**config.mk**
```make
export PLATFORM = sky130hd
export DESIGN_NAME = timer_trigger_window_capture
export DESIGN_NICKNAME = d
export VERILOG_FILES = /design/src/hdl/timer_trigger_window_capture.v
export VERILOG_INCLUDE_DIRS = /design/src /design/src/pkg
export SDC_FILE = /design/constraint.sdc
export NUM_CORES = 1
export LEC_CHECK = 0
export BUFFER_PORTS_ARGS = -buffer_cell sky130_fd_sc_hd__buf_4
export CAP_MARGIN = 20
export CORE_MARGIN = 3
export CORE_UTILIZATION = 55
export CTS_CLUSTER_DIAMETER = 200
export DETAILED_ROUTE_END_ITERATION = 6
export GPL_TIMING_DRIVEN = 0
export PLACE_DENSITY_LB_ADDON = 0.1
export SLEW_MARGIN = 15
export SYNTH_ARGS = -nofsm -noshare
export SYNTH_HDL_FRONTEND = slang
export SYNTH_SLANG_ARGS = --single-unit
```
**constraint.sdc**
```tcl
create_clock -name clk -period 3.3 [get_ports clk]
set_input_delay 0.66 -clock clk [delete_from_list [all_inputs] [get_ports clk]]
set_output_delay 0.66 -clock clk [all_outputs]
set_load 0.005 [all_outputs]
```
**src/pkg/timer_map.vh**
```
// Register map, field positions and timing constants of the trigger timer
`ifndef TIMER_MAP_VH
`define TIMER_MAP_VH

// ----------------------------------------------------------------------
// Register word indices
// ----------------------------------------------------------------------
`define ADDR_CTRL 3'h0
`define ADDR_COMPARE 3'h1
`define ADDR_CAPTURE 3'h2
`define ADDR_COUNT 3'h3
`define ADDR_STATUS 3'h4

// ----------------------------------------------------------------------
// Control register fields
// ----------------------------------------------------------------------
`define CTRL_CK_LSB 0
`define CTRL_CK_MSB 1
`define CTRL_MODE_LSB 2
`define CTRL_MODE_MSB 3
`define CTRL_START_LSB 4
`define CTRL_START_MSB 5
`define CTRL_OPT_BIT 6
`define CTRL_USED_MSB 6

// ----------------------------------------------------------------------
// Field encodings
// ----------------------------------------------------------------------
`define MODE_TRIGGER 2'h0
`define MODE_EVENT 2'h1
`define MODE_WINDOW 2'h2
`define MODE_PULSE 2'h3
`define START_STOP 2'h0
`define START_RISE 2'h1
`define START_FALL 2'h2

// ----------------------------------------------------------------------
// Reset values
// ----------------------------------------------------------------------
`define CTRL_RST 7'h00
`define COMPARE_RST 16'hffff
`define CAPTURE_RST 16'h0000
`define COUNT_RST 16'h0000

// ----------------------------------------------------------------------
// Timing, in periods of the high-frequency clock
// ----------------------------------------------------------------------
`define FILT_REJECT_FC 7
`define FILT_ACCEPT_FC 13
`define FILT_CYCLES (`FILT_REJECT_FC + 1)
`define SRC_LOG2_0 7
`define SRC_LOG2_1 3
`define SRC_LOG2_2 1
`define SRC_LOG2_3 0

`endif

```
**src/hdl/timer_trigger_window_capture.v**
```verilog
// Sixteen-bit trigger, event, window and pulse-width timer with compare
`timescale 1ns/1ps
`default_nettype none
`include "timer_map.vh"

// How it works
// - Trigger mode waits for the start edge, then counts source ticks.
// - Start field picks rising or falling edge as the trigger.
// - Trigger mode match raises interrupt, clears counter and halts it.
// - With reverse-stop set, the opposite edge clears and stops counting.
// - Without reverse-stop, opposite edges and repeated edges are ignored.
// - Pin filter drops pulses of 7 clocks or less, keeps 13 or more.
// - Event mode counts selected pin edges; match interrupts and clears.
// - Event mode checks the match only on the opposite pin edge.
// - Event mode auto-capture copies the running count to capture reg.
// - Window mode counts source ticks while pin gate is active.
// - Window gate polarity follows the start field.
// - Pulse mode starts on trigger, captures and interrupts on opposite.
// - Option bit picks single capture with reload to one, or double capture.
// - Single capture leaves the counter resting at one until next edge.
module timer_trigger_window_capture #(
    parameter CNT_W = 16,
    parameter FILT_W = 4,
    parameter PRESC_W = 8
) (
    input wire clk,
    input wire rst_n,
    input wire clk_en,
    input wire [2:0] addr,
    input wire [15:0] wdata,
    input wire wr,
    input wire rd,
    output reg [15:0] rdata,
    input wire timer_pin,
    output reg timer_match_irq
);

    // ------------------------------------------------------------------
    // State encodings
    // ------------------------------------------------------------------
    localparam [1:0] ST_IDLE = 2'b01;
    localparam [1:0] ST_RUN = 2'b10;
    // Threshold worked out at full width, then cut to the counter's width
    localparam [31:0] FILT_LAST_FULL = `FILT_CYCLES - 1;
    localparam [FILT_W-1:0] FILT_LAST = FILT_LAST_FULL[FILT_W-1:0];

    // ------------------------------------------------------------------
    // Helpers
    // ------------------------------------------------------------------
    // Picks the active edge for a rising or falling selection
    function pick_edge;
        input [1:0] start_sel;
        input rise;
        input fall;
        begin
            case (start_sel)
                `START_RISE: pick_edge = rise;
                `START_FALL: pick_edge = fall;
                default: pick_edge = 1'b0;
            endcase
        end
    endfunction

    // All-ones mask of the low bits that must wrap for one source tick
    function [PRESC_W-1:0] tick_mask;
        input [1:0] sel;
        begin
            case (sel)
                2'h0: tick_mask = {PRESC_W{1'b1}} >> (PRESC_W - `SRC_LOG2_0);
                2'h1: tick_mask = {PRESC_W{1'b1}} >> (PRESC_W - `SRC_LOG2_1);
                2'h2: tick_mask = {PRESC_W{1'b1}} >> (PRESC_W - `SRC_LOG2_2);
                default: tick_mask = {PRESC_W{1'b0}};
            endcase
        end
    endfunction

    // ------------------------------------------------------------------
    // Registers and state
    // ------------------------------------------------------------------
    reg [`CTRL_USED_MSB:0] timer_control_reg;
    reg [CNT_W-1:0] compare_value_reg;
    reg [CNT_W-1:0] capture_value_reg;
    reg [CNT_W-1:0] count_reg;
    reg [1:0] state_reg;
    reg [PRESC_W-1:0] presc_reg;
    reg pin_meta_reg;
    reg pin_sync_reg;
    reg [FILT_W-1:0] filt_cnt_reg;
    reg filt_level_reg;
    reg filt_prev_reg;

    wire [1:0] ck_sel;
    wire [1:0] mode_sel;
    wire [1:0] start_control_field;
    wire opt_bit;
    wire pin_rise;
    wire pin_fall;
    wire edge_start;
    wire edge_stop;
    wire src_tick;
    wire gate_open;
    wire match;
    wire [CNT_W-1:0] count_inc;

    assign ck_sel = timer_control_reg[`CTRL_CK_MSB:`CTRL_CK_LSB];
    assign mode_sel = timer_control_reg[`CTRL_MODE_MSB:`CTRL_MODE_LSB];
    assign start_control_field =
        timer_control_reg[`CTRL_START_MSB:`CTRL_START_LSB];
    // Bit 6 means reverse-stop, double capture or auto-capture by mode
    assign opt_bit = timer_control_reg[`CTRL_OPT_BIT];
    assign count_inc = count_reg + {{(CNT_W-1){1'b0}}, 1'b1};
    assign match = (count_reg == compare_value_reg);

    // ------------------------------------------------------------------
    // Pin synchroniser, noise filter and edge detect
    // ------------------------------------------------------------------
    always @(posedge clk or negedge rst_n) begin
        if (!rst_n) begin
            pin_meta_reg <= 1'b0;
            pin_sync_reg <= 1'b0;
        end else if (clk_en) begin
            pin_meta_reg <= timer_pin;
            pin_sync_reg <= pin_meta_reg;
        end
    end

    // A level change is accepted only after it has held for eight clocks,
    // so seven-clock glitches die while thirteen-clock pulses always pass
    always @(posedge clk or negedge rst_n) begin
        if (!rst_n) begin
            filt_cnt_reg <= {FILT_W{1'b0}};
            filt_level_reg <= 1'b0;
            filt_prev_reg <= 1'b0;
        end else if (clk_en) begin
            filt_prev_reg <= filt_level_reg;
            if (pin_sync_reg == filt_level_reg) begin
                filt_cnt_reg <= {FILT_W{1'b0}};
            end else if (filt_cnt_reg == FILT_LAST) begin
                filt_cnt_reg <= {FILT_W{1'b0}};
                filt_level_reg <= pin_sync_reg;
            end else begin
                filt_cnt_reg <= filt_cnt_reg + {{(FILT_W-1){1'b0}}, 1'b1};
            end
        end
    end

    assign pin_rise = filt_level_reg & ~filt_prev_reg;
    assign pin_fall = ~filt_level_reg & filt_prev_reg;
    assign edge_start =
        pick_edge(start_control_field, pin_rise, pin_fall);
    assign edge_stop = pick_edge(start_control_field, pin_fall, pin_rise);
    // Rising selection means active-high window, falling means active-low
    assign gate_open =
        (start_control_field == `START_RISE) ? filt_level_reg :
        ~filt_level_reg;

    // ------------------------------------------------------------------
    // Internal source clock prescaler
    // ------------------------------------------------------------------
    always @(posedge clk or negedge rst_n) begin
        if (!rst_n) begin
            presc_reg <= {PRESC_W{1'b0}};
        end else if (clk_en) begin
            presc_reg <= presc_reg + {{(PRESC_W-1){1'b0}}, 1'b1};
        end
    end

    assign src_tick =
        ((presc_reg & tick_mask(ck_sel)) == tick_mask(ck_sel));

    // ------------------------------------------------------------------
    // Software-written registers
    // ------------------------------------------------------------------
    always @(posedge clk or negedge rst_n) begin
        if (!rst_n) begin
            timer_control_reg <= `CTRL_RST;
            compare_value_reg <= `COMPARE_RST;
        end else if (clk_en && wr) begin
            case (addr)
                `ADDR_CTRL: begin
                    timer_control_reg <= wdata[`CTRL_USED_MSB:0];
                end
                `ADDR_COMPARE: begin
                    compare_value_reg <= wdata[CNT_W-1:0];
                end
                default: begin
                    timer_control_reg <= timer_control_reg;
                end
            endcase
        end
    end

    // ------------------------------------------------------------------
    // Counter, state, capture and interrupt
    // ------------------------------------------------------------------
    always @(posedge clk or negedge rst_n) begin
        if (!rst_n) begin
            count_reg <= `COUNT_RST;
            capture_value_reg <= `CAPTURE_RST;
            state_reg <= ST_IDLE;
            timer_match_irq <= 1'b0;
        end else if (clk_en) begin
            timer_match_irq <= 1'b0;
            if (start_control_field != `START_RISE &&
                start_control_field != `START_FALL) begin
                // Stopped: counter cleared so the next start is clean
                count_reg <= {CNT_W{1'b0}};
                state_reg <= ST_IDLE;
            end else begin
                case (mode_sel)
                    `MODE_TRIGGER: begin
                        case (state_reg)
                            ST_IDLE: begin
                                if (edge_start) begin
                                    state_reg <= ST_RUN;
                                end
                            end
                            ST_RUN: begin
                                if (opt_bit && edge_stop) begin
                                    count_reg <= {CNT_W{1'b0}};
                                    state_reg <= ST_IDLE;
                                end else if (match) begin
                                    timer_match_irq <= 1'b1;
                                    count_reg <= {CNT_W{1'b0}};
                                    state_reg <= ST_IDLE;
                                end else if (src_tick) begin
                                    // Stray edges fall through unheeded
                                    count_reg <= count_inc;
                                end
                            end
                            default: begin
                                state_reg <= ST_IDLE;
                            end
                        endcase
                    end
                    `MODE_EVENT: begin
                        state_reg <= ST_RUN;
                        if (edge_start) begin
                            count_reg <= count_inc;
                        end else if (edge_stop && match) begin
                            timer_match_irq <= 1'b1;
                            count_reg <= {CNT_W{1'b0}};
                        end
                    end
                    `MODE_WINDOW: begin
                        state_reg <= ST_RUN;
                        if (match) begin
                            timer_match_irq <= 1'b1;
                            count_reg <= {CNT_W{1'b0}};
                        end else if (src_tick && gate_open) begin
                            count_reg <= count_inc;
                        end
                    end
                    `MODE_PULSE: begin
                        case (state_reg)
                            ST_IDLE: begin
                                if (edge_start) begin
                                    state_reg <= ST_RUN;
                                end
                            end
                            ST_RUN: begin
                                if (edge_stop) begin
                                    capture_value_reg <= count_reg;
                                    timer_match_irq <= 1'b1;
                                    if (!opt_bit) begin
                                        // Rests at one until the next edge
                                        count_reg <= {{(CNT_W-1){1'b0}},
                                            1'b1};
                                        state_reg <= ST_IDLE;
                                    end else if (src_tick) begin
                                        // Double capture must not lose the
                                        // tick that lands on the capture
                                        count_reg <= count_inc;
                                    end
                                end else if (opt_bit && edge_start) begin
                                    capture_value_reg <= count_reg;
                                    timer_match_irq <= 1'b1;
                                    count_reg <= {{(CNT_W-1){1'b0}}, 1'b1};
                                end else if (src_tick) begin
                                    count_reg <= count_inc;
                                end
                            end
                            default: begin
                                state_reg <= ST_IDLE;
                            end
                        endcase
                    end
                    default: begin
                        state_reg <= ST_IDLE;
                    end
                endcase
                // Auto-capture samples the count on every enabled clock, one cycle behind
                // its increments, so software must allow for a stale low count
                if (opt_bit && (mode_sel == `MODE_EVENT ||
                    mode_sel == `MODE_WINDOW)) begin
                    capture_value_reg <= count_reg;
                end
            end
        end
    end

    // ------------------------------------------------------------------
    // Read port, data valid the cycle after the strobe
    // ------------------------------------------------------------------
    always @(posedge clk or negedge rst_n) begin
        if (!rst_n) begin
            rdata <= 16'h0000;
        end else if (clk_en) begin
            if (rd) begin
                case (addr)
                    `ADDR_CTRL: begin
                        rdata <= {{(15-`CTRL_USED_MSB){1'b0}},
                            timer_control_reg};
                    end
                    `ADDR_COMPARE: begin
                        rdata <= compare_value_reg;
                    end
                    `ADDR_CAPTURE: begin
                        // Whole word in one read keeps both bytes coherent
                        rdata <= capture_value_reg;
                    end
                    `ADDR_COUNT: begin
                        rdata <= count_reg;
                    end
                    `ADDR_STATUS: begin
                        rdata <= {13'h0000, filt_level_reg, state_reg};
                    end
                    default: begin
                        rdata <= 16'h0000;
                    end
                endcase
            end else begin
                rdata <= 16'h0000;
            end
        end
    end

endmodule // timer_trigger_window_capture
`default_nettype wire

```
# After elaboration in Yosys (flattened, before gate mapping)
# Cells that the tools add are included.
op_classes:
  addsub: 3
  n_eq_ne: 26
  n_mux: 46
  bitwise_logic: 7
  n_reduce_logical: 21
ops:
  columns: ["cell", "n"]
  rows:
  - ["16-bit two-way mux", 19]
  - ["16-bit case mux with 5 select lines", 1]
  - ["16-bit case mux with 4 select lines", 1]
  - ["7-bit case mux with 3 select lines", 1]
  - ["16-bit by 1-bit adder with 16-bit output (second input constant)", 1]
  - ["16-bit == test", 1]
  - ["4-bit != test (second input constant)", 4]
  - ["2-bit two-way mux", 6]
  - ["2-bit == test (second input constant)", 5]
  - ["1-bit two-way mux", 10]
  - ["5-bit AND reduction", 2]
  - ["8-bit by 1-bit adder with 8-bit output (second input constant)", 1]
  - ["8-bit AND", 1]
  - ["2-bit by 1-bit == test with 1-bit output (second input constant)", 4]
  - ["8-bit == test", 1]
  - ["4-bit two-way mux", 2]
  - ["2-bit case mux with 2 select lines", 2]
  - ["1-bit logical AND", 7]
  - ["3-bit by 2-bit == test with 1-bit output (second input constant)", 2]
  - ["3-bit != test (second input constant)", 2]
  - ["2-bit case mux with 3 select lines", 1]
  - ["5-bit != test (second input constant)", 1]
  - ["4-bit by 1-bit adder with 4-bit output (second input constant)", 1]
  - ["4-bit by 3-bit == test with 1-bit output (second input constant)", 1]
  - ["other kinds (18)", 26]
totals:
  ff_bits: 90
  in_bits: 25
  elab_cells: 116

# Longest topological paths before layout
# Gate-level depths: netlist of the first run.
logic_depth:
  depth_word: 10
  depth_mapped: 10

# Worst setup path after synthesis of the first run
# Ideal clock, no wire load.
synth_path:
  path_kind: "register to register"
  start: "reg count_reg[0]"
  end: "reg state_reg[1]"
  setup_ns: 0.125
  arrival_time_ns: 2.266
  slack_ns: 0.909
  path_stages_with_launch: 10
  path_cell_list: "dfrtp_1 -> buf_2 -> xor2_1 -> nor4_1 -> nand4_1 -> buf_2 -> nand2_1 -> nor2_1 -> a311oi_1 -> mux2_2"
synth_via:
  elab_chain_cells: 3
synth_lines:
  columns: ["element", "line", "text"]
  rows:
  - ["start, declared", "timer_trigger_window_capture.v:83", "reg [CNT_W-1:0] count_reg;"]
  - ["start signal, assigned", "timer_trigger_window_capture.v:198", "count_reg <= `COUNT_RST;"]
  - ["start signal, assigned", "timer_trigger_window_capture.v:207", "count_reg <= {CNT_W{1'b0}};"]
  - ["start signal, assigned", "timer_trigger_window_capture.v:220", "count_reg <= {CNT_W{1'b0}};"]
  - ["16-bit == test", "timer_trigger_window_capture.v:112", "assign match = (count_reg == compare_value_reg);"]
  - ["5-bit != test (no line)", null, null]
  - ["4-bit AND reduction (no line)", null, null]
  - ["end signal, assigned", "timer_trigger_window_capture.v:200", "state_reg <= ST_IDLE;"]
  - ["end signal, assigned", "timer_trigger_window_capture.v:208", "state_reg <= ST_IDLE;"]
  - ["end signal, assigned", "timer_trigger_window_capture.v:215", "state_reg <= ST_RUN;"]
  - ["end, declared", "timer_trigger_window_capture.v:84", "reg [1:0] state_reg;"]
# Every way passes these cells.
# A chain may end at the register's enable or synchronous reset.

# Worst setup path in the final report of the first run
# Ends and elaborated chain as after synthesis.

==> metrics.txt, run 1 <==
r2r endpoint state_reg[1]; Seq/Total Area, Yosys 43.2%; DRC viols 0; Clock Latency Late Sink 0.37 ns; critical path startpoint category flip-flop; Worst slew margin roughly 37%; critical-path maximum fanout 10; Internal Power ~2.2 mW; clock slew at reported path FFs 0.10 ns; Hold Vio Cnt, Final 0; HP Class input port to async pin; Logic pwr share 35.6%; CTS sink count between 80 and 90; CTS max path bufs 2; flops & latches, synth 89; # rows 34; fillers 730; H-tree levels 3; CP bufs+invs 2; top_reg_cell synth dfrtp_1; path depth of the worst reg2reg path 9; # IOs 42; Critical Path Start count_reg[0]; total track usage ~25%; first-pass GRT wire length ~20000 µm; worst path cell trace buf_2, xor2_1, nor4_1, nand4_1, buf_2, nand2_1, nor2_1, a311oi_1, mux2_2; final worst clock skew 0.0197 ns; Worst setup EP type flip-flop; Layout area overhead 12.3%; Max Cap Viol 0; drt first pass iters 5; r2r setup slk 0.27 ns; Inserted Diodes 0; initial antenna violation count 0; Achievable Freq 330 MHz; Initial DRC Count 247; critical path's slowest cell a311oi_1; Synth Warn # 0; placed wire-length estimate 9130 µm; RSZ-0062 raised after global routing false; largest net degree at the start of global routing 90; Nets 598; CTS Hold Bufs 0; EDFF count, synth 0; CP peak stage delay 0.44 ns; Worst setup endpoint state_reg[1]; die height between 100 and 150 µm; most frequent cells in the layout dfrtp_1 (72), mux2_2 (54), buf_4 (40); Sw Ratio 39.0%; RePlAce Congestion just under 0.9; CTS buffer count 9; Syn Inst Count 511; TritonCTS clock tree done; PortBufs ~40; DR vias/cell 6.30; remaining antenna violation count after routing 0; Util after Layout 65.4%; most frequent CP cell buf_2; most common cell after layout, fill and taps aside dfrtp_1; worst vdd ir 365 µV; min Tclk post-route 3.03 ns; die area 10700 µm²; CORE AREA 8930 µm²; leak pwr 2.55 nW; outcome finished clean; final wirelength around 13000 µm; data required time of the worst path 3.54 ns; Worst EP arrival roughly 3.3 ns; Syn Area/Cell 10.2 µm²; setup bufs post-CTS 0; ys async rst share 100%; part of the power in registers a little over two fifths; worst r2r src count_reg[0]; final setup vio count 0; Final period util 91.9%; Mapped Nets 546; clock root buffer clkbuf_8; Crit Path Class flip-flop to flip-flop; vias in the first global route roughly 4000; initial core utilization 58.2%; crit-path leading delay family simple AND/OR/NAND/NOR gates; Critical Path Stages 9; power density cells 603 nW/µm²; total gr overflow 0; clock share of power 21.0%; measured slew at the worst slew-check pin 0.941 ns; switching power approximately 1.4 mW; fin. max-slew vios 0; count of cell types in the netlist 60; via count 4258; setup TNS 0 ns; Die Width 103 µm; Cell Area, Synth 5200 µm²; layout cell share with drive strength beyond 1 27.8%; wire per inst 18.6 µm
[per-stage QoR]
step | power [mW] | area [µm²] | setup slack (ns) | cells | hold slack (ns)
global route | 3.74 | 5840 | 0.164 | 676 | 0.415
global placement | 2.72 | 5640 | 0.195 | 660 | 0.478
detailed placement | 2.78 | 5640 | 0.0493 | 660 | 0.490
CTS | 3.52 | 5830 | 0.0228 | 676 | 0.502
finish | 3.52 | 5840 | 0.267 | 676 | 0.353
floorplan | 2.41 | 5200 | 0.909 | 511 | 0.364
[power by group through the flow]
stage	logic [mW]	clock network, mW	registers, mW
floorplan	0.926	0	1.49
global placement	1.19	0	1.53
detailed placement	1.23	0	1.55
CTS	1.24	0.756	1.53
global route	1.38	0.794	1.57
finish	1.25	0.739	1.53
[cell type report]
| class | instances | area (µm²) | share of cell area [%] |
|---|---|---|---|
| clock buffers | 9 | 124 | 2.12 |
| flip-flops and latches | 89 | 2250 | 38.5 |
| multi-input cells | 353 | 2670 | 45.8 |
| repair buffers | 41 | 312 | 5.34 |
| inverters | 34 | 128 | 2.19 |
| clock inverters | 7 | 62.6 | 1.07 |
| well taps | 108 | 135 | 2.31 |
| plain buffers | 35 | 156 | 2.68 |
[kinds of logic (layout without fill, tap and decap cells)]
logic type | Yosys count | in the layout | share of synthesized area (%)
AO/OA/AOI/OAI | 132 | 132 | 18.2
AND/OR/NAND/NOR | 124 | 124 | 12.4
flip-flops | 89 | 89 | 43.2
buffers and inverters | 69 | 126 | 5.46
multiplexers | 60 | 60 | 13.8
XOR/XNOR | 27 | 27 | 4.55
adder cells (fa/ha/maj) | 10 | 10 | 2.41
[worst min-delay path by stage]
stage | slack [ns] | from | endpoint | cells after the start
6_report | 0.35 | rst_n | presc_reg[4] | 1
5_1_grt | 0.41 | rst_n | presc_reg[4] | 1
4_1_cts | 0.50 | pin_meta_reg | pin_sync_reg | 1
3_5_place_dp | 0.49 | pin_meta_reg | pin_meta_reg | 1
3_3_place_gp | 0.48 | presc_reg[6] | presc_reg[6] | 1
2_1_floorplan | 0.36 | rst_n | capture_value_reg[0] | 0
[synth_stat cells, types with 4 or more instances]
cell type / instances / area share [%]
dfrtp_1: 72 / 35
mux2_2: 54 / 12
nand2_1: 35 / 2.5
inv_1: 33 / 2.4
nor2_1: 29 / 2.1
o22ai_1: 23 / 2.8
o21ai_0: 20 / 1.9
xor2_1: 20 / 3.4
a21oi_1: 17 / 1.6
a22oi_1: 17 / 2.5
dfstp_2: 17 / 8.6
clkbuf_1: 15 / 1.1
buf_2: 14 / 1.3
ha_1: 10 / 2.4
nand3_1: 10 / 0.96
nand4_1: 8 / 0.96
xnor2_1: 7 / 1.2
nor3b_1: 6 / 0.87
o211ai_1: 6 / 0.87
a32oi_1: 5 / 0.84
buf_1: 5 / 0.36
nor3_1: 5 / 0.48
o31ai_1: 5 / 0.72
a31oi_1: 4 / 0.48
and3_1: 4 / 0.48
mux4_2: 4 / 1.7
nand3b_1: 4 / 0.58
nor2b_1: 4 / 0.48
nor4_1: 4 / 0.48
o21a_1: 4 / 0.58
[repair_timing]
item / CTS / global route
endpoints found under the hold margin: 0 / 0
endpoints found under the setup margin: 0 / 3
gates resized for setup: 0 / 1
[per-layer routing]
metal	GRT usage (%)	vias to the layer above	share of wire, %
met4	5.68	0	1.0
li1	-	1990	-
met3	2.55	10	5.3
met1	37.0	2131	47
met5	0	-	0
met2	39.3	127	47
No activity file was read; power rests on OpenSTA's default activity.
==> inputs of run 2 (changes only) <==
--- a/config.mk
+++ b/config.mk
@@ -13,7 +13,8 @@
 export CTS_CLUSTER_DIAMETER = 200
 export DETAILED_ROUTE_END_ITERATION = 6
 export GPL_TIMING_DRIVEN = 0
-export PLACE_DENSITY_LB_ADDON = 0.1
+export PLACE_DENSITY = 0.74
+export REMOVE_ABC_BUFFERS = 1
 export SLEW_MARGIN = 15
 export SYNTH_ARGS = -nofsm -noshare
 export SYNTH_HDL_FRONTEND = slang
==> constraint.sdc (replaced) <==
create_clock -name clk -period 3.9 [get_ports clk]
set_input_delay 0.78 -clock clk [delete_from_list [all_inputs] [get_ports clk]]
set_output_delay 0.78 -clock clk [all_outputs]
set_load 0.005 [all_outputs]
==> metrics.txt, run 2 (synthesis gave the netlist of run 1 again) <==
Crit Path Class flip-flop to flip-flop; clock slew at reported path FFs 0.10 ns (about the same); HP Class input port to async pin; TritonCTS clock tree done; path depth of the worst reg2reg path 7 (-2); critical-path maximum fanout 17 (+7); Layout area overhead 10.1%; RePlAce Congestion 0.895 (+2.4%); DR vias/cell 6.38 (+1.3%); CORE AREA 8930 µm² (unchanged); data required time of the worst path 4.18 ns (+0.64 ns); Worst setup EP type flip-flop; worst r2r src count_reg[0]; Initial DRC Count 279 (+13%); met1 usage 30.8% (-6.2 points); r2r setup slk 0.27 ns (about the same); critical path's slowest cell a221o_1; Critical Path Stages 7 (-2); Clock Latency Late Sink 0.36 ns (about the same); met3 Use GR 3.82% (+1.3 points); clock root buffer clkbuf_8; CTS Hold Bufs 0 (unchanged); PortBufs 41 (unchanged); placed wire-length estimate 8280 µm (-9.3%); initial antenna violation count 0 (unchanged); power density cells 526 nW/µm² (-13%); H-tree levels 3 (unchanged); CTS buffer count 9 (unchanged); vias in the first global route 3977 (+0.025%); outcome finished clean; die height 103 µm (unchanged); Inserted Diodes 0 (unchanged); Resize count post-CTS 0 (unchanged); total track usage 23.3% (-1.5 points); die area 10700 µm² (unchanged); most frequent cells in the layout dfrtp_1 (72), mux2_2 (54), buf_4 (40); # IOs 42 (unchanged); Worst slew margin 36.6% (-0.58 points); fin. max-slew vios 0 (unchanged); DRC viols 0 (unchanged); final non-filler cell total 642 (-5.0%); measured slew at the worst slew-check pin 0.950 ns (+0.00853 ns); grt peak-use layer met2; critical path startpoint category flip-flop; final setup vio count 0 (unchanged); Max Cap Viol 0 (unchanged); leak pwr 2.47 nW (-3.2%); via count 4096 (-3.8%); CP bufs+invs 0 (-2); remaining antenna violation count after routing 0 (unchanged); final wirelength 11900 µm (-5.8%); Nets 564 (-5.7%); drt first pass iters 5 (unchanged); wire per inst 18.5 µm (-0.77%); GR Util met2 38.8% (-0.49 points); layout cell share with drive strength beyond 1 26.8% (-1.0 points); # rows 34 (unchanged); Hold Vio Cnt, Final 0 (unchanged); setup TNS 0 ns (unchanged); Die Width 103 µm (unchanged); first-pass GRT wire length 19500 µm (-3.9%); Inst Count DP 626 (-5.2%); Util after Layout 64.1% (-1.3 points); setup bufs post-CTS 0 (unchanged); min Tclk post-route 3.63 ns (+0.593 ns); worst vdd ir 296 µV (-19%); largest net degree at the start of global routing 90 (unchanged); Final period util 93.0% (+1.1 points); worst path cell trace xor2_1, nor4_1, nand4_1, a221o_1, a2111oi_4, a41oi_1, a21oi_1; r2r endpoint count_reg[8]; CTS max path bufs 2 (unchanged); CTS sink count 89 (unchanged); CP peak stage delay 0.78 ns (+0.34 ns); final worst clock skew 0.0122 ns (-0.00743 ns); Worst EP arrival 3.91 ns (+0.64 ns); crit-path leading delay family compound AO/OA/AOI/OAI gates; Achievable Freq 276 MHz (-16%); total gr overflow 0 (unchanged); RSZ-0062 raised after global routing false; most common cell after layout, fill and taps aside dfrtp_1; initial core utilization 58.2% (unchanged)
run 2: worst max path at each step:
stage / endpoint / start / slack [ns]
after floorplan: count_reg[8] / count_reg[0] / 1.19
after global placement: count_reg[8] / count_reg[0] / 0.36
after detailed placement: count_reg[4] / count_reg[0] / 0.36
after CTS: count_reg[8] / count_reg[0] / 0.33
after global routing: count_reg[8] / count_reg[0] / 0.03
final: count_reg[8] / count_reg[0] / 0.27
run 2: power breakdown:
| group | switching [mW] | internal [mW] |
|---|---|---|
| logic | 0.528 | 0.416 |
| clock network | 0.346 | 0.366 |
| registers | 0.231 | 1.12 |
run 2: metrics by stage:
stage	hold WS [ns]	worst slack [ns]	area [µm²]	power, mW
2_1_floorplan	0.460	1.19	5040	2.00
3_3_place_gp	0.476	0.356	5490	2.25
3_5_place_dp	0.475	0.364	5500	2.30
4_1_cts	0.491	0.326	5720	3.01
5_1_grt	0.502	0.0308	5730	3.18
6_report	0.451	0.274	5730	3.01
run 2: metal layers:
| metal | routed length (µm) | vias to the layer above |
|---|---|---|
| li1 | - | 1911 |
| met1 | 5200 | 2048 |
| met2 | 5960 | 118 |
| met3 | 506 | 19 |
| met4 | 193 | 0 |
| met5 | 0 | - |
run 2: cell type report:
class | instances | area [µm²]
fill | 719 | 3210
multi-input combinational | 353 | 2670
sequential | 89 | 2250
timing repair buffer | 42 | 323
tap | 108 | 135
clock buffer | 10 | 128
inverter | 34 | 128
clock inverter | 6 | 92.6
==> inputs of run 3 (changes only) <==
--- a/config.mk
+++ b/config.mk
@@ -14,7 +14,6 @@
 export DETAILED_ROUTE_END_ITERATION = 6
 export GPL_TIMING_DRIVEN = 0
 export PLACE_DENSITY = 0.74
-export REMOVE_ABC_BUFFERS = 1
 export SLEW_MARGIN = 15
 export SYNTH_ARGS = -nofsm -noshare
 export SYNTH_HDL_FRONTEND = slang
==> metrics.txt, run 3 (synthesis gave the netlist of run 1 again) <==
clock root buffer clkbuf_8; r2r endpoint count_reg[10]; total track usage 24.4% (+1.1 points); leak pwr 2.56 nW (+3.5%); measured slew at the worst slew-check pin 0.867 ns (-0.0831 ns); fillers 734 (+2.1%); critical path startpoint category flip-flop; RePlAce Congestion 0.879 (-1.7%); final worst clock skew 0.0161 ns (+0.00383 ns); data required time of the worst path 4.14 ns (-0.04 ns); Worst EP arrival 3.42 ns (-0.49 ns); Worst slew margin 42.2% (+5.7 points); CTS Hold Bufs 0 (unchanged); DR vias/cell 6.26 (-1.8%); Achievable Freq 315 MHz (+14%); initial antenna violation count 0 (unchanged); Layout area overhead 12.5%; HP Class input port to async pin; most frequent cells in the layout dfrtp_1 (72), mux2_2 (54), buf_4 (40); setup bufs post-CTS 0 (unchanged); Die Width 103 µm (unchanged); setup TNS 0 ns (unchanged); via count 4235 (+3.4%); clock slew at reported path FFs 0.09 ns (about the same); H-tree levels 3 (unchanged); layout cell share with drive strength beyond 1 27.5% (+0.69 points); drt first pass iters 6 (+1); final wirelength 12500 µm (+5.6%); total gr overflow 0 (unchanged); TritonCTS clock tree done; Crit Path Class flip-flop to flip-flop; # rows 34 (unchanged); placed wire-length estimate 9160 µm (+11%); wire per inst 18.5 µm (+0.31%); CTS sink count 89 (unchanged); outcome finished clean; Max Cap Viol 0 (unchanged); Final period util 81.3% (-12 points); Worst setup endpoint count_reg[10]; initial core utilization 58.2% (unchanged); final non-filler cell total 676 (+5.3%); Critical Path Start count_reg[0]; r2r setup slk 0.73 ns (+0.45 ns); vias in the first global route 4140 (+4.1%); worst r2r src count_reg[0]; Worst setup EP type flip-flop; largest net degree at the start of global routing 90 (unchanged); Hold Vio Cnt, Final 0 (unchanged); die height 103 µm (unchanged); # IOs 42 (unchanged); first-pass GRT wire length 20200 µm (+3.3%); overall power 3.00 mW (-0.28%); final hold slack 0.457 ns (+0.00601 ns); Initial DRC Count 318 (+14%); Clock Latency Late Sink 0.37 ns (about the same); power density cells 513 nW/µm² (-2.4%); Resize count post-CTS 0 (unchanged); Nets 598 (+6.0%); min Tclk post-route 3.17 ns (-0.455 ns); Inserted Diodes 0 (unchanged); PortBufs 41 (unchanged); remaining antenna violation count after routing 0 (unchanged); Layout Cell Area excl Fill 5850 µm² (+2.2%); CTS buffer count 9 (unchanged); die area 10700 µm² (unchanged); CTS max path bufs 2 (unchanged); critical-path maximum fanout 10 (-7); path depth of the worst reg2reg path 9 (+2); RSZ-0062 raised after global routing false; CORE AREA 8930 µm² (unchanged); DP Area 5640 µm² (+2.6%); fin. max-slew vios 0 (unchanged); Inst Count DP 660 (+5.4%); worst vdd ir 246 µV (-17%); DRC viols 0 (unchanged); final setup vio count 0 (unchanged); most common cell after layout, fill and taps aside dfrtp_1
[run 3: cell count changes in the layout (fill, tap and decap cells not counted), sizes merged]
cell | before | now
bufinv | 2 | 1
clkbuf | 10 | 25
inv | 34 | 35
buf | 42 | 61
[run 3: how the worst min path moves through the flow]
stage | startpoint | to | slack (ns) | depth (start not counted)
detailed placement | presc_reg[6] | presc_reg[6] | 0.48 | 1
global placement | presc_reg[6] | presc_reg[6] | 0.48 | 1
CTS | presc_reg[6] | presc_reg[6] | 0.49 | 1
floorplan | presc_reg[6] | presc_reg[6] | 0.46 | 1
global route | rst_n | presc_reg[0] | 0.52 | 1
finish | rst_n | presc_reg[0] | 0.46 | 1
[run 3: layer usage]
metal | up-vias | wire length (µm) | global-route usage, %
li1 | 1981 | - | -
met5 | - | 0 | 0
met4 | 0 | 362 | 10.5
met3 | 25 | 675 | 3.76
met1 | 2080 | 5590 | 32.5
met2 | 149 | 5910 | 39.7
[run 3: through the flow]
step	worst slack (ns)	util, %
2_1_floorplan	1.48	-
6_report	0.729	65.5
3_5_place_dp	0.685	63.2
4_1_cts	0.822	65.4
3_3_place_gp	0.716	63.2
5_1_grt	0.619	65.5
[run 3: where the power goes]
part	switching (mW)	internal (mW)
Clock	0.357	0.306
Sequential	0.168	1.13
Combinational	0.602	0.445
[run 3: worst max-delay path, stage by stage, from the launching register on]
cell	delay, ns
dfrtp_1	0.41
buf_2	0.20
xor2_1	0.18
nor4_1	0.41
nand4_1	0.23
buf_2	0.24
a221oi_1	0.76
o21ai_0	0.29
a22oi_1	0.22
o21ai_0	0.11
[run 3: area by class of cell]
class                      count  area, µm²  share of cell area, %
tap                          108        135                   2.31
sequential                    89       2250                   38.4
buffer                        35        156                   2.67
clock buffer                  10        128                   2.18
multi-input combinational    353       2670                   45.6
timing repair buffer          41        312                   5.33
clock inverter                 6       75.1                   1.28
inverter                      34        128                   2.18
